--- src/include/pdma_pkg.sv ---
//////////////////////////////////////////////////////////////////////////////
// Purpose: Shared constants of the PCI master DMA sequencer
// Assumes: 32-bit AXI4-Lite register bus, word aligned registers
// Notes:   Terminal count is counted in DWORDs
//////////////////////////////////////////////////////////////////////////////
package pdma_pkg;

	localparam int DW = 32;              // Data width
	localparam int AW = 8;               // Register address width
	localparam int FIFO_DEPTH = 4;       // Words held in the data FIFO
	localparam int TCW = 18;             // Terminal count width

	// Register byte offsets
	localparam logic [AW-1:0] OFS_CCS  = 8'h00;   // count_control_status
	localparam logic [AW-1:0] OFS_ADDR = 8'h04;   // Address counter
	localparam logic [AW-1:0] OFS_DIR  = 8'h08;   // Direction select

	// Field positions in count_control_status
	localparam int B_LRST    = 0;
	localparam int B_DISCARD = 1;
	localparam int B_INTENA  = 2;
	localparam int B_TCIDIS  = 3;
	localparam int B_DMAEN   = 4;
	localparam int B_BURST   = 5;
	localparam int B_INTIRQ  = 6;
	localparam int B_ERRPEND = 7;
	localparam int B_INTPEND = 8;
	localparam int B_ACTIVE  = 9;
	localparam int B_DONE    = 10;
	localparam int B_LOADED  = 11;
	localparam int B_TC_LO   = 14;
	localparam int B_DIR     = 0;        // In direction register

	// Reset values
	localparam logic [5:0]     CTRL_RST = 6'h00;
	localparam logic [TCW-1:0] TC_RST   = 18'h0_0000;
	localparam logic [DW-1:0]  ADDR_RST = 32'h0000_0000;

	// PCI bus commands and burst sizes
	localparam logic [3:0] CMD_MEM_RD = 4'h6;
	localparam logic [3:0] CMD_MEM_WR = 4'h7;
	localparam logic [2:0] LEN_BURST  = 3'h4;
	localparam logic [2:0] LEN_SINGLE = 3'h1;

	// AXI responses
	localparam logic [1:0] RESP_OKAY   = 2'h0;
	localparam logic [1:0] RESP_SLVERR = 2'h2;

	typedef enum logic [2:0] {
		ST_IDLE, ST_RD_ISSUE, ST_RD_FILL, ST_RD_DRAIN,
		ST_WR_FILL, ST_WR_ISSUE, ST_WR_SEND, ST_STEP
	} pdma_state_t;

endpackage

--- src/pdma_fifo.sv ---
//////////////////////////////////////////////////////////////////////////////
// Purpose: Small synchronous FIFO with valid/ready on both sides
// Assumes: Single clock, asynchronous active low reset
// Notes:   Output word is read straight from the storage flops
//////////////////////////////////////////////////////////////////////////////
module pdma_fifo #(
	parameter int WIDTH = 32,
	parameter int DEPTH = 4
) (
	input  wire logic             clock_in,   // Clock
	input  wire logic             nrst_in,    // Async reset, low
	input  wire logic             flush_in,   // Drop all words
	input  wire logic             in_valid_in, // Write side valid
	output logic                  in_ready_out, // Not full
	input  wire logic [WIDTH-1:0] in_data_in, // Write data
	output logic                  out_valid_out, // Not empty
	input  wire logic             out_ready_in, // Read side ready
	output logic      [WIDTH-1:0] out_data_out, // Head word
	output logic [$clog2(DEPTH):0] count_out  // Words held
);
	localparam int PW = $clog2(DEPTH);

	logic [WIDTH-1:0] mem_r [DEPTH];
	logic [PW-1:0]    wp_r;
	logic [PW-1:0]    rp_r;
	logic [PW:0]      cnt_r;
	wire              push;
	wire              pop;

	// Handshake decode
	assign in_ready_out  = (cnt_r != (PW+1)'(DEPTH));
	assign out_valid_out = (cnt_r != '0);
	assign push          = in_valid_in & in_ready_out;
	assign pop           = out_valid_out & out_ready_in;
	assign out_data_out  = mem_r[rp_r];
	assign count_out     = cnt_r;

	// Storage
	always_ff @(posedge clock_in) begin
		if (push)
			mem_r[wp_r] <= in_data_in;
	end

	// Pointers and fill level
	always_ff @(posedge clock_in or negedge nrst_in) begin
		if (!nrst_in) begin
			wp_r  <= '0;
			rp_r  <= '0;
			cnt_r <= '0;
		end else if (flush_in) begin
			wp_r  <= '0;
			rp_r  <= '0;
			cnt_r <= '0;
		end else begin
			if (push)
				wp_r <= (wp_r == PW'(DEPTH-1)) ? '0 : wp_r + 1'b1;
			if (pop)
				rp_r <= (rp_r == PW'(DEPTH-1)) ? '0 : rp_r + 1'b1;
			cnt_r <= cnt_r + (PW+1)'(push) - (PW+1)'(pop);
		end
	end
endmodule

--- src/pdma_axil.sv ---
//////////////////////////////////////////////////////////////////////////////
// Purpose: AXI4-Lite slave front end of the DMA register file
// Assumes: One write and one read under way at most
// Notes:   Unmapped offsets answer SLVERR, reads return zero
//////////////////////////////////////////////////////////////////////////////
module pdma_axil
	import pdma_pkg::*;
(
	input  wire logic          clock_in,      // Clock
	input  wire logic          nrst_in,       // Async reset, low
	input  wire logic [AW-1:0] awaddr_in,     // Write address
	input  wire logic          awvalid_in,    // Write address valid
	output logic               awready_out,   // Write address ready
	input  wire logic [DW-1:0] wdata_in,      // Write data
	input  wire logic [3:0]    wstrb_in,      // Byte strobes
	input  wire logic          wvalid_in,     // Write data valid
	output logic               wready_out,    // Write data ready
	output logic [1:0]         bresp_out,     // Write response
	output logic               bvalid_out,    // Write response valid
	input  wire logic          bready_in,     // Write response ready
	input  wire logic [AW-1:0] araddr_in,     // Read address
	input  wire logic          arvalid_in,    // Read address valid
	output logic               arready_out,   // Read address ready
	output logic [DW-1:0]      rdata_out,     // Read data
	output logic [1:0]         rresp_out,     // Read response
	output logic               rvalid_out,    // Read data valid
	input  wire logic          rready_in,     // Read data ready
	output logic               wr_en_out,     // Register write pulse
	output logic [AW-1:0]      wr_addr_out,   // Register write offset
	output logic [DW-1:0]      wr_data_out,   // Register write data
	output logic [3:0]         wr_strb_out,   // Register write strobes
	output logic               rd_en_out,     // Register read pulse
	output logic [AW-1:0]      rd_addr_out,   // Register read offset
	input  wire logic [DW-1:0] rd_data_in     // Register read data
);
	logic          aw_full_r, w_full_r, bvalid_r, rvalid_r;
	logic [AW-1:0] aw_r;
	logic [DW-1:0] wd_r, rdata_r;
	logic [3:0]    ws_r;
	logic [1:0]    bresp_r, rresp_r;
	wire           wr_go, rd_go, wr_hit, rd_hit;

	// Decode
	assign awready_out = ~aw_full_r;
	assign wready_out  = ~w_full_r;
	assign arready_out = ~rvalid_r;
	assign wr_go  = aw_full_r & w_full_r & ~bvalid_r;
	assign rd_go  = arvalid_in & ~rvalid_r;
	assign wr_hit = (aw_r == OFS_CCS) | (aw_r == OFS_ADDR) | (aw_r == OFS_DIR);
	assign rd_hit = (araddr_in == OFS_CCS) | (araddr_in == OFS_ADDR) |
		(araddr_in == OFS_DIR);
	assign wr_en_out   = wr_go & wr_hit;
	assign wr_addr_out = aw_r;
	assign wr_data_out = wd_r;
	assign wr_strb_out = ws_r;
	assign rd_en_out   = rd_go & rd_hit;
	assign rd_addr_out = araddr_in;
	assign bvalid_out  = bvalid_r;
	assign bresp_out   = bresp_r;
	assign rvalid_out  = rvalid_r;
	assign rresp_out   = rresp_r;
	assign rdata_out   = rdata_r;

	// Write channels and response
	always_ff @(posedge clock_in or negedge nrst_in) begin
		if (!nrst_in) begin
			aw_full_r <= 1'b0;
			w_full_r  <= 1'b0;
			bvalid_r  <= 1'b0;
			bresp_r   <= RESP_OKAY;
			aw_r      <= '0;
			wd_r      <= '0;
			ws_r      <= '0;
		end else begin
			if (awvalid_in & ~aw_full_r) begin
				aw_full_r <= 1'b1;
				aw_r      <= awaddr_in;
			end
			if (wvalid_in & ~w_full_r) begin
				w_full_r <= 1'b1;
				wd_r     <= wdata_in;
				ws_r     <= wstrb_in;
			end
			if (wr_go) begin
				aw_full_r <= 1'b0;
				w_full_r  <= 1'b0;
				bvalid_r  <= 1'b1;
				bresp_r   <= wr_hit ? RESP_OKAY : RESP_SLVERR;
			end else if (bready_in)
				bvalid_r <= 1'b0;
		end
	end

	// Read channel
	always_ff @(posedge clock_in or negedge nrst_in) begin
		if (!nrst_in) begin
			rvalid_r <= 1'b0;
			rdata_r  <= '0;
			rresp_r  <= RESP_OKAY;
		end else if (rd_go) begin
			rvalid_r <= 1'b1;
			rdata_r  <= rd_hit ? rd_data_in : '0;
			rresp_r  <= rd_hit ? RESP_OKAY : RESP_SLVERR;
		end else if (rready_in)
			rvalid_r <= 1'b0;
	end

endmodule

--- src/pdma_top.sv ---
//////////////////////////////////////////////////////////////////////////////
// Purpose: PCI master DMA sequencer with registers and data FIFO
// Assumes: PCI bus phases are run by a master engine behind mst_* ports
// Notes:   Terminal count is the number of DWORDs left to move
//////////////////////////////////////////////////////////////////////////////
// Behaviour
// - Address-loaded bit 11 sets when the address counter is written.
// - Address-loaded clears on done, on buffer discard, or on reset.
// - Address-loaded starts a DMA when enabled and no error pending.
// - Engine uses a four word 32-bit FIFO and three registers.
// - Device masters PCI reads and writes to memory or burst targets.
// - Read phase fetches four DWORDs per transaction if burst, else one.
// - Read phase is followed by passing the same count to local side.
// - Every DMA read transaction uses the memory read command.
// - Local side supplies DWORDs into the FIFO before PCI writes start.
// - Write phase sends four DWORDs per transaction if burst, else one.
// - Every DMA write transaction uses the memory write command.
// - Done flag sets on completion; clears on read, discard, or reset.
// - Burst bit high moves four DWORDs per transaction, low moves one.
// - Transfer begins when active: loaded, enabled and no error pending.
//
// Our own choices: the address map and the AXI4-Lite interface to the registers.
module pdma_top
	import pdma_pkg::*;
(
	input  wire logic          clock_in,        // PCI clock
	input  wire logic          nrst_in,         // PCI reset, low
	input  wire logic [AW-1:0] awaddr_in,       // AXI write address
	input  wire logic          awvalid_in,      // AXI write address valid
	output logic               awready_out,     // AXI write address ready
	input  wire logic [DW-1:0] wdata_in,        // AXI write data
	input  wire logic [3:0]    wstrb_in,        // AXI byte strobes
	input  wire logic          wvalid_in,       // AXI write data valid
	output logic               wready_out,      // AXI write data ready
	output logic [1:0]         bresp_out,       // AXI write response
	output logic               bvalid_out,      // AXI write resp valid
	input  wire logic          bready_in,       // AXI write resp ready
	input  wire logic [AW-1:0] araddr_in,       // AXI read address
	input  wire logic          arvalid_in,      // AXI read address valid
	output logic               arready_out,     // AXI read address ready
	output logic [DW-1:0]      rdata_out,       // AXI read data
	output logic [1:0]         rresp_out,       // AXI read response
	output logic               rvalid_out,      // AXI read valid
	input  wire logic          rready_in,       // AXI read ready
	output logic               mst_req_valid_out, // PCI transaction request
	input  wire logic          mst_req_ready_in, // Request taken
	output logic [3:0]         mst_cmd_out,     // PCI bus command
	output logic [DW-1:0]      mst_addr_out,    // PCI start address
	output logic [2:0]         mst_len_out,     // DWORDs in transaction
	input  wire logic          mst_rd_valid_in, // Read DWORD from PCI
	input  wire logic [DW-1:0] mst_rd_data_in,  // Read DWORD
	output logic               mst_rd_ready_out, // FIFO can take it
	output logic               mst_wr_valid_out, // Write DWORD to PCI
	output logic [DW-1:0]      mst_wr_data_out, // Write DWORD
	input  wire logic          mst_wr_ready_in, // PCI took the DWORD
	input  wire logic          mst_err_in,      // PCI error pending level
	input  wire logic          loc_irq_req_in,  // Local interrupt request
	output logic               loc_rx_valid_out, // DWORD to local side
	output logic [DW-1:0]      loc_rx_data_out, // DWORD to local side
	input  wire logic          loc_rx_ready_in, // Local side takes it
	input  wire logic          loc_tx_valid_in, // DWORD from local side
	input  wire logic [DW-1:0] loc_tx_data_in,  // DWORD from local side
	output logic               loc_tx_ready_out, // FIFO can take it
	output logic               loc_reset_n_out  // Local reset, low
);
	//////////////////////////////////////////////////////////////////////////
	// Register bus
	//////////////////////////////////////////////////////////////////////////
	logic              wr_en, rd_en;
	logic [AW-1:0]     wr_addr, rd_addr;
	logic [DW-1:0]     wr_data, rd_data;
	logic [3:0]        wr_strb;

	pdma_axil pdma_axil_inst (
		.clock_in    (clock_in),
		.nrst_in     (nrst_in),
		.awaddr_in   (awaddr_in),
		.awvalid_in  (awvalid_in),
		.awready_out (awready_out),
		.wdata_in    (wdata_in),
		.wstrb_in    (wstrb_in),
		.wvalid_in   (wvalid_in),
		.wready_out  (wready_out),
		.bresp_out   (bresp_out),
		.bvalid_out  (bvalid_out),
		.bready_in   (bready_in),
		.araddr_in   (araddr_in),
		.arvalid_in  (arvalid_in),
		.arready_out (arready_out),
		.rdata_out   (rdata_out),
		.rresp_out   (rresp_out),
		.rvalid_out  (rvalid_out),
		.rready_in   (rready_in),
		.wr_en_out   (wr_en),
		.wr_addr_out (wr_addr),
		.wr_data_out (wr_data),
		.wr_strb_out (wr_strb),
		.rd_en_out   (rd_en),
		.rd_addr_out (rd_addr),
		.rd_data_in  (rd_data)
	);

	//////////////////////////////////////////////////////////////////////////
	// Registers
	//////////////////////////////////////////////////////////////////////////
	logic [5:0]     ctrl_r;        // Bits 5..0 of count_control_status
	logic [TCW-1:0] count_r, count_nxt;
	logic [DW-1:0]  addr_r, addr_nxt;
	logic           dir_r;         // 1: local to PCI, 0: PCI to local
	logic           loaded_r, done_r, err_r;
	pdma_state_t    state_r, state_nxt;
	logic [2:0]     xfer_r;        // DWORDs moved in this transaction
	logic [2:0]     len_r;         // DWORDs planned for this transaction

	wire [DW-1:0] wmask = {{8{wr_strb[3]}}, {8{wr_strb[2]}},
		{8{wr_strb[1]}}, {8{wr_strb[0]}}};
	wire          wr_ccs   = wr_en & (wr_addr == OFS_CCS);
	wire          wr_adr   = wr_en & (wr_addr == OFS_ADDR);
	wire          wr_dir   = wr_en & (wr_addr == OFS_DIR);
	wire          rd_ccs   = rd_en & (rd_addr == OFS_CCS);
	wire [DW-1:0] ccs_rd;
	wire [DW-1:0] ccs_new  = (ccs_rd & ~wmask) | (wr_data & wmask);
	wire          discard  = wr_ccs & wr_strb[0] & wr_data[B_DISCARD];
	wire          active   = loaded_r & ctrl_r[B_DMAEN] & ~err_r;
	wire          intpend  = err_r | done_r | loc_irq_req_in;
	wire          finish   = (state_r == ST_STEP) && (count_nxt == '0);
	wire [2:0]    plan_len = ctrl_r[B_BURST] ?
		((count_r < TCW'(LEN_BURST)) ? count_r[2:0] : LEN_BURST) :
		LEN_SINGLE;

	// Read image of count_control_status; bits 13..12 stay zero
	assign ccs_rd = {count_r, 2'b00, loaded_r, done_r, active, intpend,
		err_r, loc_irq_req_in, ctrl_r};
	assign rd_data = (rd_addr == OFS_CCS)  ? ccs_rd :
		(rd_addr == OFS_ADDR) ? addr_r : {31'h0000_0000, dir_r};
	assign loc_reset_n_out = ctrl_r[B_LRST] & nrst_in;

	// Software-steered control bits and direction; error level sampled from mst_err_in
	always_ff @(posedge clock_in or negedge nrst_in) begin
		if (!nrst_in) begin
			ctrl_r <= CTRL_RST;
			dir_r  <= 1'b0;
			err_r  <= 1'b0;
		end else begin
			err_r <= mst_err_in;
			if (wr_ccs)
				ctrl_r <= ccs_new[5:0] & ~(6'h01 << B_DISCARD);
			if (wr_dir & wr_strb[0])
				dir_r <= wr_data[B_DIR];
		end
	end

	// Address, count and status flags; a set wins over a clear
	always_ff @(posedge clock_in or negedge nrst_in) begin
		if (!nrst_in) begin
			addr_r   <= ADDR_RST;
			count_r  <= TC_RST;
			loaded_r <= 1'b0;
			done_r   <= 1'b0;
		end else begin
			addr_r  <= addr_nxt;
			count_r <= count_nxt;
			if (wr_adr)
				loaded_r <= 1'b1;
			else if (finish | discard)
				loaded_r <= 1'b0;
			if (finish)
				done_r <= 1'b1;
			else if (rd_ccs | discard)
				done_r <= 1'b0;
		end
	end

	// Next address and count: per-transaction steps, then software writes
	always_comb begin
		addr_nxt  = addr_r;
		count_nxt = count_r;
		if (state_r == ST_STEP) begin
			addr_nxt  = addr_r + {27'h000_0000, len_r, 2'b00};
			count_nxt = count_r - TCW'(len_r);
		end
		if (wr_adr)
			addr_nxt = (addr_r & ~wmask) | (wr_data & wmask);
		if (wr_ccs)
			count_nxt = ccs_new[DW-1:B_TC_LO];
	end

	//////////////////////////////////////////////////////////////////////////
	// Data FIFO, shared by both directions
	//////////////////////////////////////////////////////////////////////////
	logic          f_in_valid, f_in_ready, f_out_valid, f_out_ready;
	logic [DW-1:0] f_in_data, f_out_data;
	logic [2:0]    f_count;
	wire           is_rd_fill = (state_r == ST_RD_FILL);
	wire           is_rd_drn  = (state_r == ST_RD_DRAIN);
	wire           is_wr_fill = (state_r == ST_WR_FILL);
	wire           is_wr_send = (state_r == ST_WR_SEND);
	wire           want_more  = (xfer_r != len_r);

	// Source and sink selection by phase
	assign f_in_valid = (is_rd_fill & mst_rd_valid_in & want_more) |
		(is_wr_fill & loc_tx_valid_in & want_more);
	assign f_in_data  = is_rd_fill ? mst_rd_data_in : loc_tx_data_in;
	assign mst_rd_ready_out = is_rd_fill & want_more & f_in_ready;
	assign loc_tx_ready_out = is_wr_fill & want_more & f_in_ready;
	assign loc_rx_valid_out = is_rd_drn & f_out_valid;
	assign mst_wr_valid_out = is_wr_send & f_out_valid;
	assign loc_rx_data_out  = f_out_data;
	assign mst_wr_data_out  = f_out_data;
	assign f_out_ready = (is_rd_drn & loc_rx_ready_in) |
		(is_wr_send & mst_wr_ready_in);

	pdma_fifo #(.WIDTH(DW), .DEPTH(FIFO_DEPTH)) pdma_fifo_inst (
		.clock_in      (clock_in),
		.nrst_in       (nrst_in),
		.flush_in      (discard),
		.in_valid_in   (f_in_valid),
		.in_ready_out  (f_in_ready),
		.in_data_in    (f_in_data),
		.out_valid_out (f_out_valid),
		.out_ready_in  (f_out_ready),
		.out_data_out  (f_out_data),
		.count_out     (f_count)
	);

	//////////////////////////////////////////////////////////////////////////
	// Transfer sequencer
	//////////////////////////////////////////////////////////////////////////
	wire in_beat  = f_in_valid & f_in_ready;
	wire out_beat = f_out_valid & f_out_ready;

	assign mst_req_valid_out = (state_r == ST_RD_ISSUE) |
		(state_r == ST_WR_ISSUE);
	assign mst_cmd_out  = dir_r ? CMD_MEM_WR : CMD_MEM_RD;
	assign mst_addr_out = addr_r;
	assign mst_len_out  = len_r;

	// Phase order: read fetches then drains; write fills then sends
	always_comb begin
		state_nxt = state_r;
		case (state_r)
			ST_IDLE:
				if (active && count_r != '0 && !discard)
					state_nxt = dir_r ? ST_WR_FILL : ST_RD_ISSUE;
			ST_RD_ISSUE:
				if (mst_req_ready_in)
					state_nxt = ST_RD_FILL;
			ST_RD_FILL:
				if (!want_more)
					state_nxt = ST_RD_DRAIN;
			ST_RD_DRAIN:
				if (f_count == 3'h0)
					state_nxt = ST_STEP;
			ST_WR_FILL:
				if (!want_more)
					state_nxt = ST_WR_ISSUE;
			ST_WR_ISSUE:
				if (mst_req_ready_in)
					state_nxt = ST_WR_SEND;
			ST_WR_SEND:
				if (f_count == 3'h0)
					state_nxt = ST_STEP;
			ST_STEP:
				state_nxt = ST_IDLE;
			default:
				state_nxt = ST_IDLE;
		endcase
		if (discard)
			state_nxt = ST_IDLE;
	end

	// State, planned length and beat counter
	always_ff @(posedge clock_in or negedge nrst_in) begin
		if (!nrst_in) begin
			state_r <= ST_IDLE;
			len_r   <= LEN_SINGLE;
			xfer_r  <= 3'h0;
		end else begin
			state_r <= state_nxt;
			if (state_r == ST_IDLE) begin
				len_r  <= plan_len;
				xfer_r <= 3'h0;
			end else if (in_beat)
				xfer_r <= xfer_r + 3'h1;
		end
	end
endmodule

--- config.mk ---
export PLATFORM = sky130hd
export DESIGN_NAME = pdma_top
export DESIGN_NICKNAME = d
export VERILOG_FILES = /design/src/include/pdma_pkg.sv /design/src/pdma_fifo.sv /design/src/pdma_axil.sv /design/src/pdma_top.sv
export SDC_FILE = /design/constraint.sdc
export NUM_CORES = 1
export LEC_CHECK = 0
export BUFFER_PORTS_ARGS = -buffer_cell sky130_fd_sc_hd__buf_2
export CELL_PAD_IN_SITES_DETAIL_PLACEMENT = 2
export CELL_PAD_IN_SITES_GLOBAL_PLACEMENT = 2
export CORE_MARGIN = 3
export CORE_UTILIZATION = 33
export DETAILED_ROUTE_END_ITERATION = 8
export HOLD_SLACK_MARGIN = 0.03
export PLACE_DENSITY = 0.79
export SLEW_MARGIN = 20
export SYNTH_ARGS = -nofsm -noshare
export SYNTH_HDL_FRONTEND = slang
export SYNTH_SLANG_ARGS = --single-unit
--- constraint.sdc ---
create_clock -name clock_in -period 3.45 [get_ports clock_in]
set_input_delay 0.1725 -clock clock_in [delete_from_list [all_inputs] [get_ports clock_in]]
set_output_delay 0.1725 -clock clock_in [all_outputs]
set_load 0.02 [all_outputs]
; Word level (Yosys, flattened, before mapping)
; Memories as Yosys holds them, arrays and structs flattened.
; Cells that the tools add are included.
[word_totals]
reg_bits = 159
latch_bits = 0
ramBits = 128
mem_bits_ro = 0
inputBits = 130
out_inout_bits = 150
wordCells = 174
mem_count = 1
[mem_list]
columns = name, words, word_bits, read_ports, rd_ports_with_merged_regs, write_ports, line_no
row1 = pdma_fifo_inst.mem_r, 4, 32, 1, 0, 1, pdma_fifo.sv:23  ; logic [WIDTH-1:0] mem_r [DEPTH];
[op_classes]
add_sub_neg = 7
multipliers = 0
div = 0
n_lt_le_gt_ge = 1
eq_ne = 21
shift = 0
n_mux = 45
bitwise_logic = 53
reduce_logical = 23
[op_table]
columns = operator, count
row1 = $mux W32, 6
row2 = $and A32 B32 Y32, 3
row3 = $or A32 B32 Y32, 2
row4 = $mux W3, 13
row5 = $mux W18, 2
row6 = $add A32 B5 Y32, 1
row7 = $not A32 Y32, 1
row8 = $and A1 B1 Y1, 31
row9 = $pmux W3 S7, 1
row10 = $reduce_bool A2 Y1, 10
row11 = $logic_not A18 Y1, 1
row12 = $lt A18 B3 Y1 const B, 1
row13 = $ne A3 B3 Y1 const B, 6
row14 = $reduce_bool A18 Y1, 1
row15 = $sub A18 B3 Y18, 1
row16 = $eq A8 B3 Y1 const B, 2
row17 = $eq A8 B4 Y1 const B, 2
row18 = $logic_not A8 Y1, 2
row19 = $mux W2, 8
row20 = $mux W1, 15
row21 = $eq A3 B3 Y1 const B, 4
row22 = $or A1 B1 Y1, 11
row23 = $eq A3 B2 Y1 const B, 2
row24 = $logic_not A3 Y1, 2
row25 = 14 further kinds, 22

; Depth between registers and ports, before layout
[logic_depth]
ltp_word = 12
mapped_depth = 12
ltp_nobuf = 11

; By module
; Synthesis repeated with hierarchy kept, for this count alone.
[unflattened]
cells_unflattened = 1152
area_unflattened_um2 = 14098.5
[modules_own_cells]
columns = mod, instances, cells_each, area_per_inst_um2, seq_area_each_um2
row1 = pdma_top, 1, 664, 5475.3, 1702.9
row2 = pdma_fifo, 1, 215, 5096.1, 4018.9
row3 = pdma_axil, 1, 273, 3527.1, 2052.0

; Worst setup path after synthesis
; Ideal clock, no wire load.
[synth_path]
path_type = reg2reg
start = reg len_r[0] (netlist: mst_len_out[0])
end = mem pdma_fifo_inst.mem_r[0][0] (enable)
setup_ps = 425
arrival_ps = 3129
required_ps = 3025
path_slack_ps = -104
path_stages_with_launch = 8
n_path_buf = 1
period_less_slack_ps = 3554
cell_sequence = dfstp_2 -> xor2_1 -> nor3_1 -> a31oi_1 -> and3_1 -> a22oi_1 -> clkbuf_1 -> nor2b_1
[synth_via]
elab_chain_len = 6
elab_cells_between_ends = 7
cone_classes = eq/ne (1) / mux (2) / bitwise (4)
[synth_rtl]
columns = element, line_no
row1 = start: declaration, pdma_top.sv:113  ; logic [2:0] len_r;
row2 = start signal: assignment, pdma_top.sv:281  ; len_r <= plan_len;
row3 = $ne A3 B3 Y1 (*), pdma_top.sv:198  ; wire want_more = (xfer_r != len_r);
row4 = $and A1 B1 Y1 (on tied branches), "pdma_top.sv:201, pdma_top.sv:202"
row5 = $or A1 B1 Y1 (*), pdma_top.sv:201  ; assign f_in_valid = (is_rd_fill & mst_rd_valid_in & want_more) |
row6 = $and A1 B1 Y1 (*), pdma_fifo.sv:33  ; assign push = in_valid_in & in_ready_out;
row7 = $mux W1 (*), pdma_fifo.sv:40  ; if (push)
row8 = $mux W1 (not written as such) (*), pdma_fifo.sv:41  ; mem_r[wp_r] <= in_data_in;
row9 = end: declaration, pdma_fifo.sv:23
; Mark *: on every way between the ends. The rest lies on a longest branch, timed or not.

; Final worst setup path
[layout_path]
start = reg pdma_axil_inst.aw_r[4] (netlist: pdma_axil_inst.wr_addr_out[4])
end = reg done_r
[layout_via]
elab_chain_len = 9
elab_cells_between_ends = 15
cone_classes = eq/ne (2) / mux (2) / bitwise (7) / reduce/logical (4)
[layout_rtl]
columns = element, line_no
row1 = start: declaration, pdma_axil.sv:37  ; logic [AW-1:0] aw_r;
row2 = start signal: assignment, pdma_axil.sv:77  ; aw_r <= awaddr_in;
row3 = $eq A8 B3 Y1 or $logic_not A8 Y1 (tied branches), "pdma_axil.sv:49, pdma_top.sv:117"
row4 = $or A1 B1 Y1 (2 in a row), pdma_axil.sv:49  ; assign wr_hit = (aw_r == OFS_CCS) | (aw_r == OFS_ADDR) | (aw_r == OFS_DIR);
row5 = $and A1 B1 Y1, pdma_axil.sv:52  ; assign wr_en_out = wr_go & wr_hit;
row6 = $and A1 B1 Y1 (*), pdma_top.sv:117  ; wire wr_ccs = wr_en & (wr_addr == OFS_CCS);
row7 = $mux W18 or $and A1 B1 Y1 (tied branches), "pdma_top.sv:184, pdma_top.sv:123"
row8 = $logic_not A18 Y1 or $and A1 B1 Y1 (tied branches), "pdma_top.sv:126, pdma_top.sv:123"
row9 = $logic_and A1 B1 Y1 or $or A1 B1 Y1 (tied branches), "pdma_top.sv:126, pdma_top.sv:169"
row10 = $mux W1 or $reduce_bool A2 Y1 (tied branches), n/a
row11 = end signal: assignment, pdma_top.sv:159  ; done_r <= 1'b0;
row12 = end signal: assignment, pdma_top.sv:168  ; done_r <= 1'b1;
row13 = end signal: assignment, pdma_top.sv:170  ; done_r <= 1'b0;
row14 = end: declaration, pdma_top.sv:110  ; logic loaded_r, done_r, err_r;
; Marks and branches as above.
; A chain may end at the register's enable or synchronous reset.

==> impl_results.md <==
- Outcome: complete, no violations
- DR DRC count: 0
- Syn. warnings: 0
- # setup viols final: 0
- Final HPWL DP: approximately 33,000 µm
- Pin count of the biggest net entering global routing: 91
- Synth Area in Compound Gates: about 8.1%
- Synthesized-area fraction occupied by adder cells: under 10%
- Total die area: between 40,000 and 50,000 µm²
- Antenna-violating nets left: 0
- Die Height: ~210 µm
- Die boundary width: between 200 and 250 µm
- Main combinational cell family by area after synthesis: multiplexers
- Worst slew margin: slightly below 30%
- Crit start category: register
- Core Area: roughly 40,000 µm²
- Final worst path period share: 95.2%
- Post-Syn Instances: ~1,000
- # rows: between 70 and 80
- Slew @ Worst Pin: around 1100 ps
- GRT Overall Usage: ~22%
- Most common cell after layout, fill and taps aside: buf_2
- CTS Buf Count: 35
- Met2 GRT Util: about two fifths
- Clock skew: 15.7 ps
- Crit Path Class: reg2reg
- Ys async rst share: a little under three fifths
- Tot Pwr: roughly 0.014 W
- Multiplexer area fraction after synthesis: approximately 15%
- Ranking of synthesized cells by area: dfrtp_1 (29%), edfxtp_1 (29%), mux2_2 (7.0%), mux4_2 (5.4%), mux2i_1 (2.7%)
- CTS tree: yes
- VDD IR max: about 0.0003 V
- HP Class: in2reg
- Most frequent cells in the layout: buf_2 (273), dfrtp_1 (155), edfxtp_1 (128), dlygate4sd3_1 (110), mux2_2 (83)
- Grt total ovfl: 0
- Sequential-to-total area share from yosys stat: a little under 60%
- Synth Area in XOR/XNOR: less than 1%
- Synth area leader: dfrtp_1
- Slew Viols, Final: 0
- Fin nets: ~1,600
- Hold Violations, Final: 0
- CP required: just under 4000 ps
- GRT met1 Usage: a little over a quarter
- Maxcap violations: 0
- Register area: between 7000 and 8000 µm²
- Top Ports: 280
- Max H-tree Level: 2
- 1st-pass router iterations: 5
- First DRT Iteration DRCs: between 500 and 600
- Drt wl/cell: around 24 µm
- Routability Congestion: 0.865
- Clock Latency Late Sink: about 530 ps
- Vias: between 10,000 and 15,000
- Initial antenna violation count: 2
- Distinct cells, synth: 73
- Clk slew on worst S/H paths: 60 ps
- Top cell type's share of synthesized area: 29.4%
- P&R area growth vs syn: 32.1%
- Pwr dens: about 800 nW/µm²
- Clock sinks: between 200 and 300
- Critical Path AT: 3740 ps
- Crit path max fanout: 7
- Most Crowded Layer GR: met2
- Top_reg_cell synth: dfrtp_1
- Final Routed Wirelength: 47,800 µm
- Initial core utilization: roughly a third
- Root Driver: clkbuf_16
- Simple-Gate Fraction of Synth Area: between 10% and 20%
- Vias in the first global route: roughly 12,000
- Pleak: approximately 7.4 nW
- Yosys reg bits: between 200 and 300
- Grt met3 use: between 3 and 4%
- Dpl cells: around 1,800
- # fillers: roughly 4,000
- IO Port Bufs: approximately 270
- Fmax: 304 MHz
- Final Non-Filler Cells: 1,966
- EDFF count, synth: 128
- Layout cells sized above 1: between 30% and 40%
- Vias/cell: 5.23
- CTS Buffer Depth: 3
- Tmin final: approximately 3300 ps
- First-pass GRT wire length: slightly above 70,000 µm
- Synth Cell Area: between 10,000 and 15,000 µm²
- Synthesized area per cell: roughly 13 µm²
- Unrepaired setup endpoints after global routing: no
- Area of the multi-input gates: about 5000 µm²
- Endpoint class of the critical path: register
-- area by class of cell --
cell class                      instances  share of cell area, %
Tap cell                              518                   3.69
Multi-Input combinational cell        647                   28.5
Timing Repair Buffer                  426                   16.4
Clock buffer                           49                   5.82
Sequential cell                       285                   44.3
Inverter                               26                  0.556
Clock inverter                         14                  0.728
Antenna cell                            1                 0.0143
-- report_power, final --
part	switching, W	internal, W	total [W]
sequential	0.000992	0.00438	0.00537
clock	0.00146	0.00222	0.00368
combinational	0.00289	0.00218	0.00506
-- critical path: stages, from the launching register on --
cell	delay, ps
dfrtp_1	450
or4_4	580
nor4_2	300
buf_4	220
nor4_1	90
or3_1	340
a22o_1	210
or4b_4	500
nor4b_4	360
o21bai_1	160
-- cells by family (layout without fill, tap and decap cells) --
family | after synthesis | after routing
buffers and inverters | 113 | 515
adder cells (fa/ha/maj) | 17 | 17
AND/OR/NAND/NOR | 300 | 300
flip-flops | 285 | 285
multiplexers | 152 | 152
other | 2 | 6
AO/OA/AOI/OAI | 164 | 164
XOR/XNOR | 9 | 9
-- path summary, 6_finish.rpt --
check | depth (start not counted) | endpoint | slack (ps) | start
worst min register to register | 2 | pdma_axil_inst.rdata_out[2] | 480 | pdma_axil_inst.rdata_out[2]
worst max-delay path | 9 | done_r | 170 | pdma_axil_inst.wr_addr_out[4]
min in group asynchronous | 2 | pdma_axil_inst.wr_data_out[15] | 220 | nrst_in
worst min-delay path | 4 | pdma_axil_inst.rdata_out[0] | 40 | araddr_in[0]
worst max register to register | 9 | done_r | 170 | pdma_axil_inst.wr_addr_out[4]
max in group asynchronous | 3 | asynchronous set/reset pin | 2320 | nrst_in
-- metrics by stage --
step / area [µm²] / TNS (ps) / setup WS [ps] / hold WS, ps / util (%)
after global routing: 17500 / 0 / 29.1 / 57.2 / 44.8
after global placement: 15200 / 0 / 68.1 / 260 / 38.7
after detailed placement: 15200 / 0 / 47.6 / 259 / 38.7
after CTS: 17400 / 0 / 33.1 / 38.6 / 44.5
final: 17500 / 0 / 165 / 44.2 / 44.8
after floorplan: 13300 / -13370 / -104 / -123 / -
-- what timing repair did --
| action | CTS | global route |
|---|---|---|
| gates resized for setup | 0 | 1 |
| hold buffers | 110 | 0 |
| buffers inserted | 0 | 3 |
| setup endpoints to repair | 0 | 2 |
| hold endpoints to repair | 235 | 0 |
-- metal layers --
layer	vias to the layer above	share of wire [%]	wire length [µm]
li1	4591	-	-
met1	5309	40	19100
met2	313	53	25100
met3	70	5.2	2490
met4	2	2.3	1100
met5	-	0.023	11
-- cells in the mapped netlist, types with 3 or more instances --
cell type,count
dfrtp_1,156
edfxtp_1,128
mux2_2,83
nor2_1,80
nand2_1,77
o21ai_0,48
buf_4,39
clkbuf_1,37
mux2i_1,36
mux4_2,32
a21oi_1,30
nor3_1,28
inv_1,26
nand3_1,25
ha_1,14
o22ai_1,13
and3_1,12
nand4_1,12
nor2b_1,12
and2_1,10
or3_1,10
a211oi_1,9
buf_1,9
nor4_1,7
o211ai_1,7
a31oi_1,6
o21a_1,6
o221a_2,6
xor2_1,5
a22oi_1,4
a32o_1,4
nand2b_1,4
xnor2_1,4
a211o_1,3
a22o_1,3
a311oi_1,3
and4_1,3
fa_1,3
nor4_2,3
o31ai_1,3
or4_1,3
Note: power is estimated with default switching activity, not from simulation.
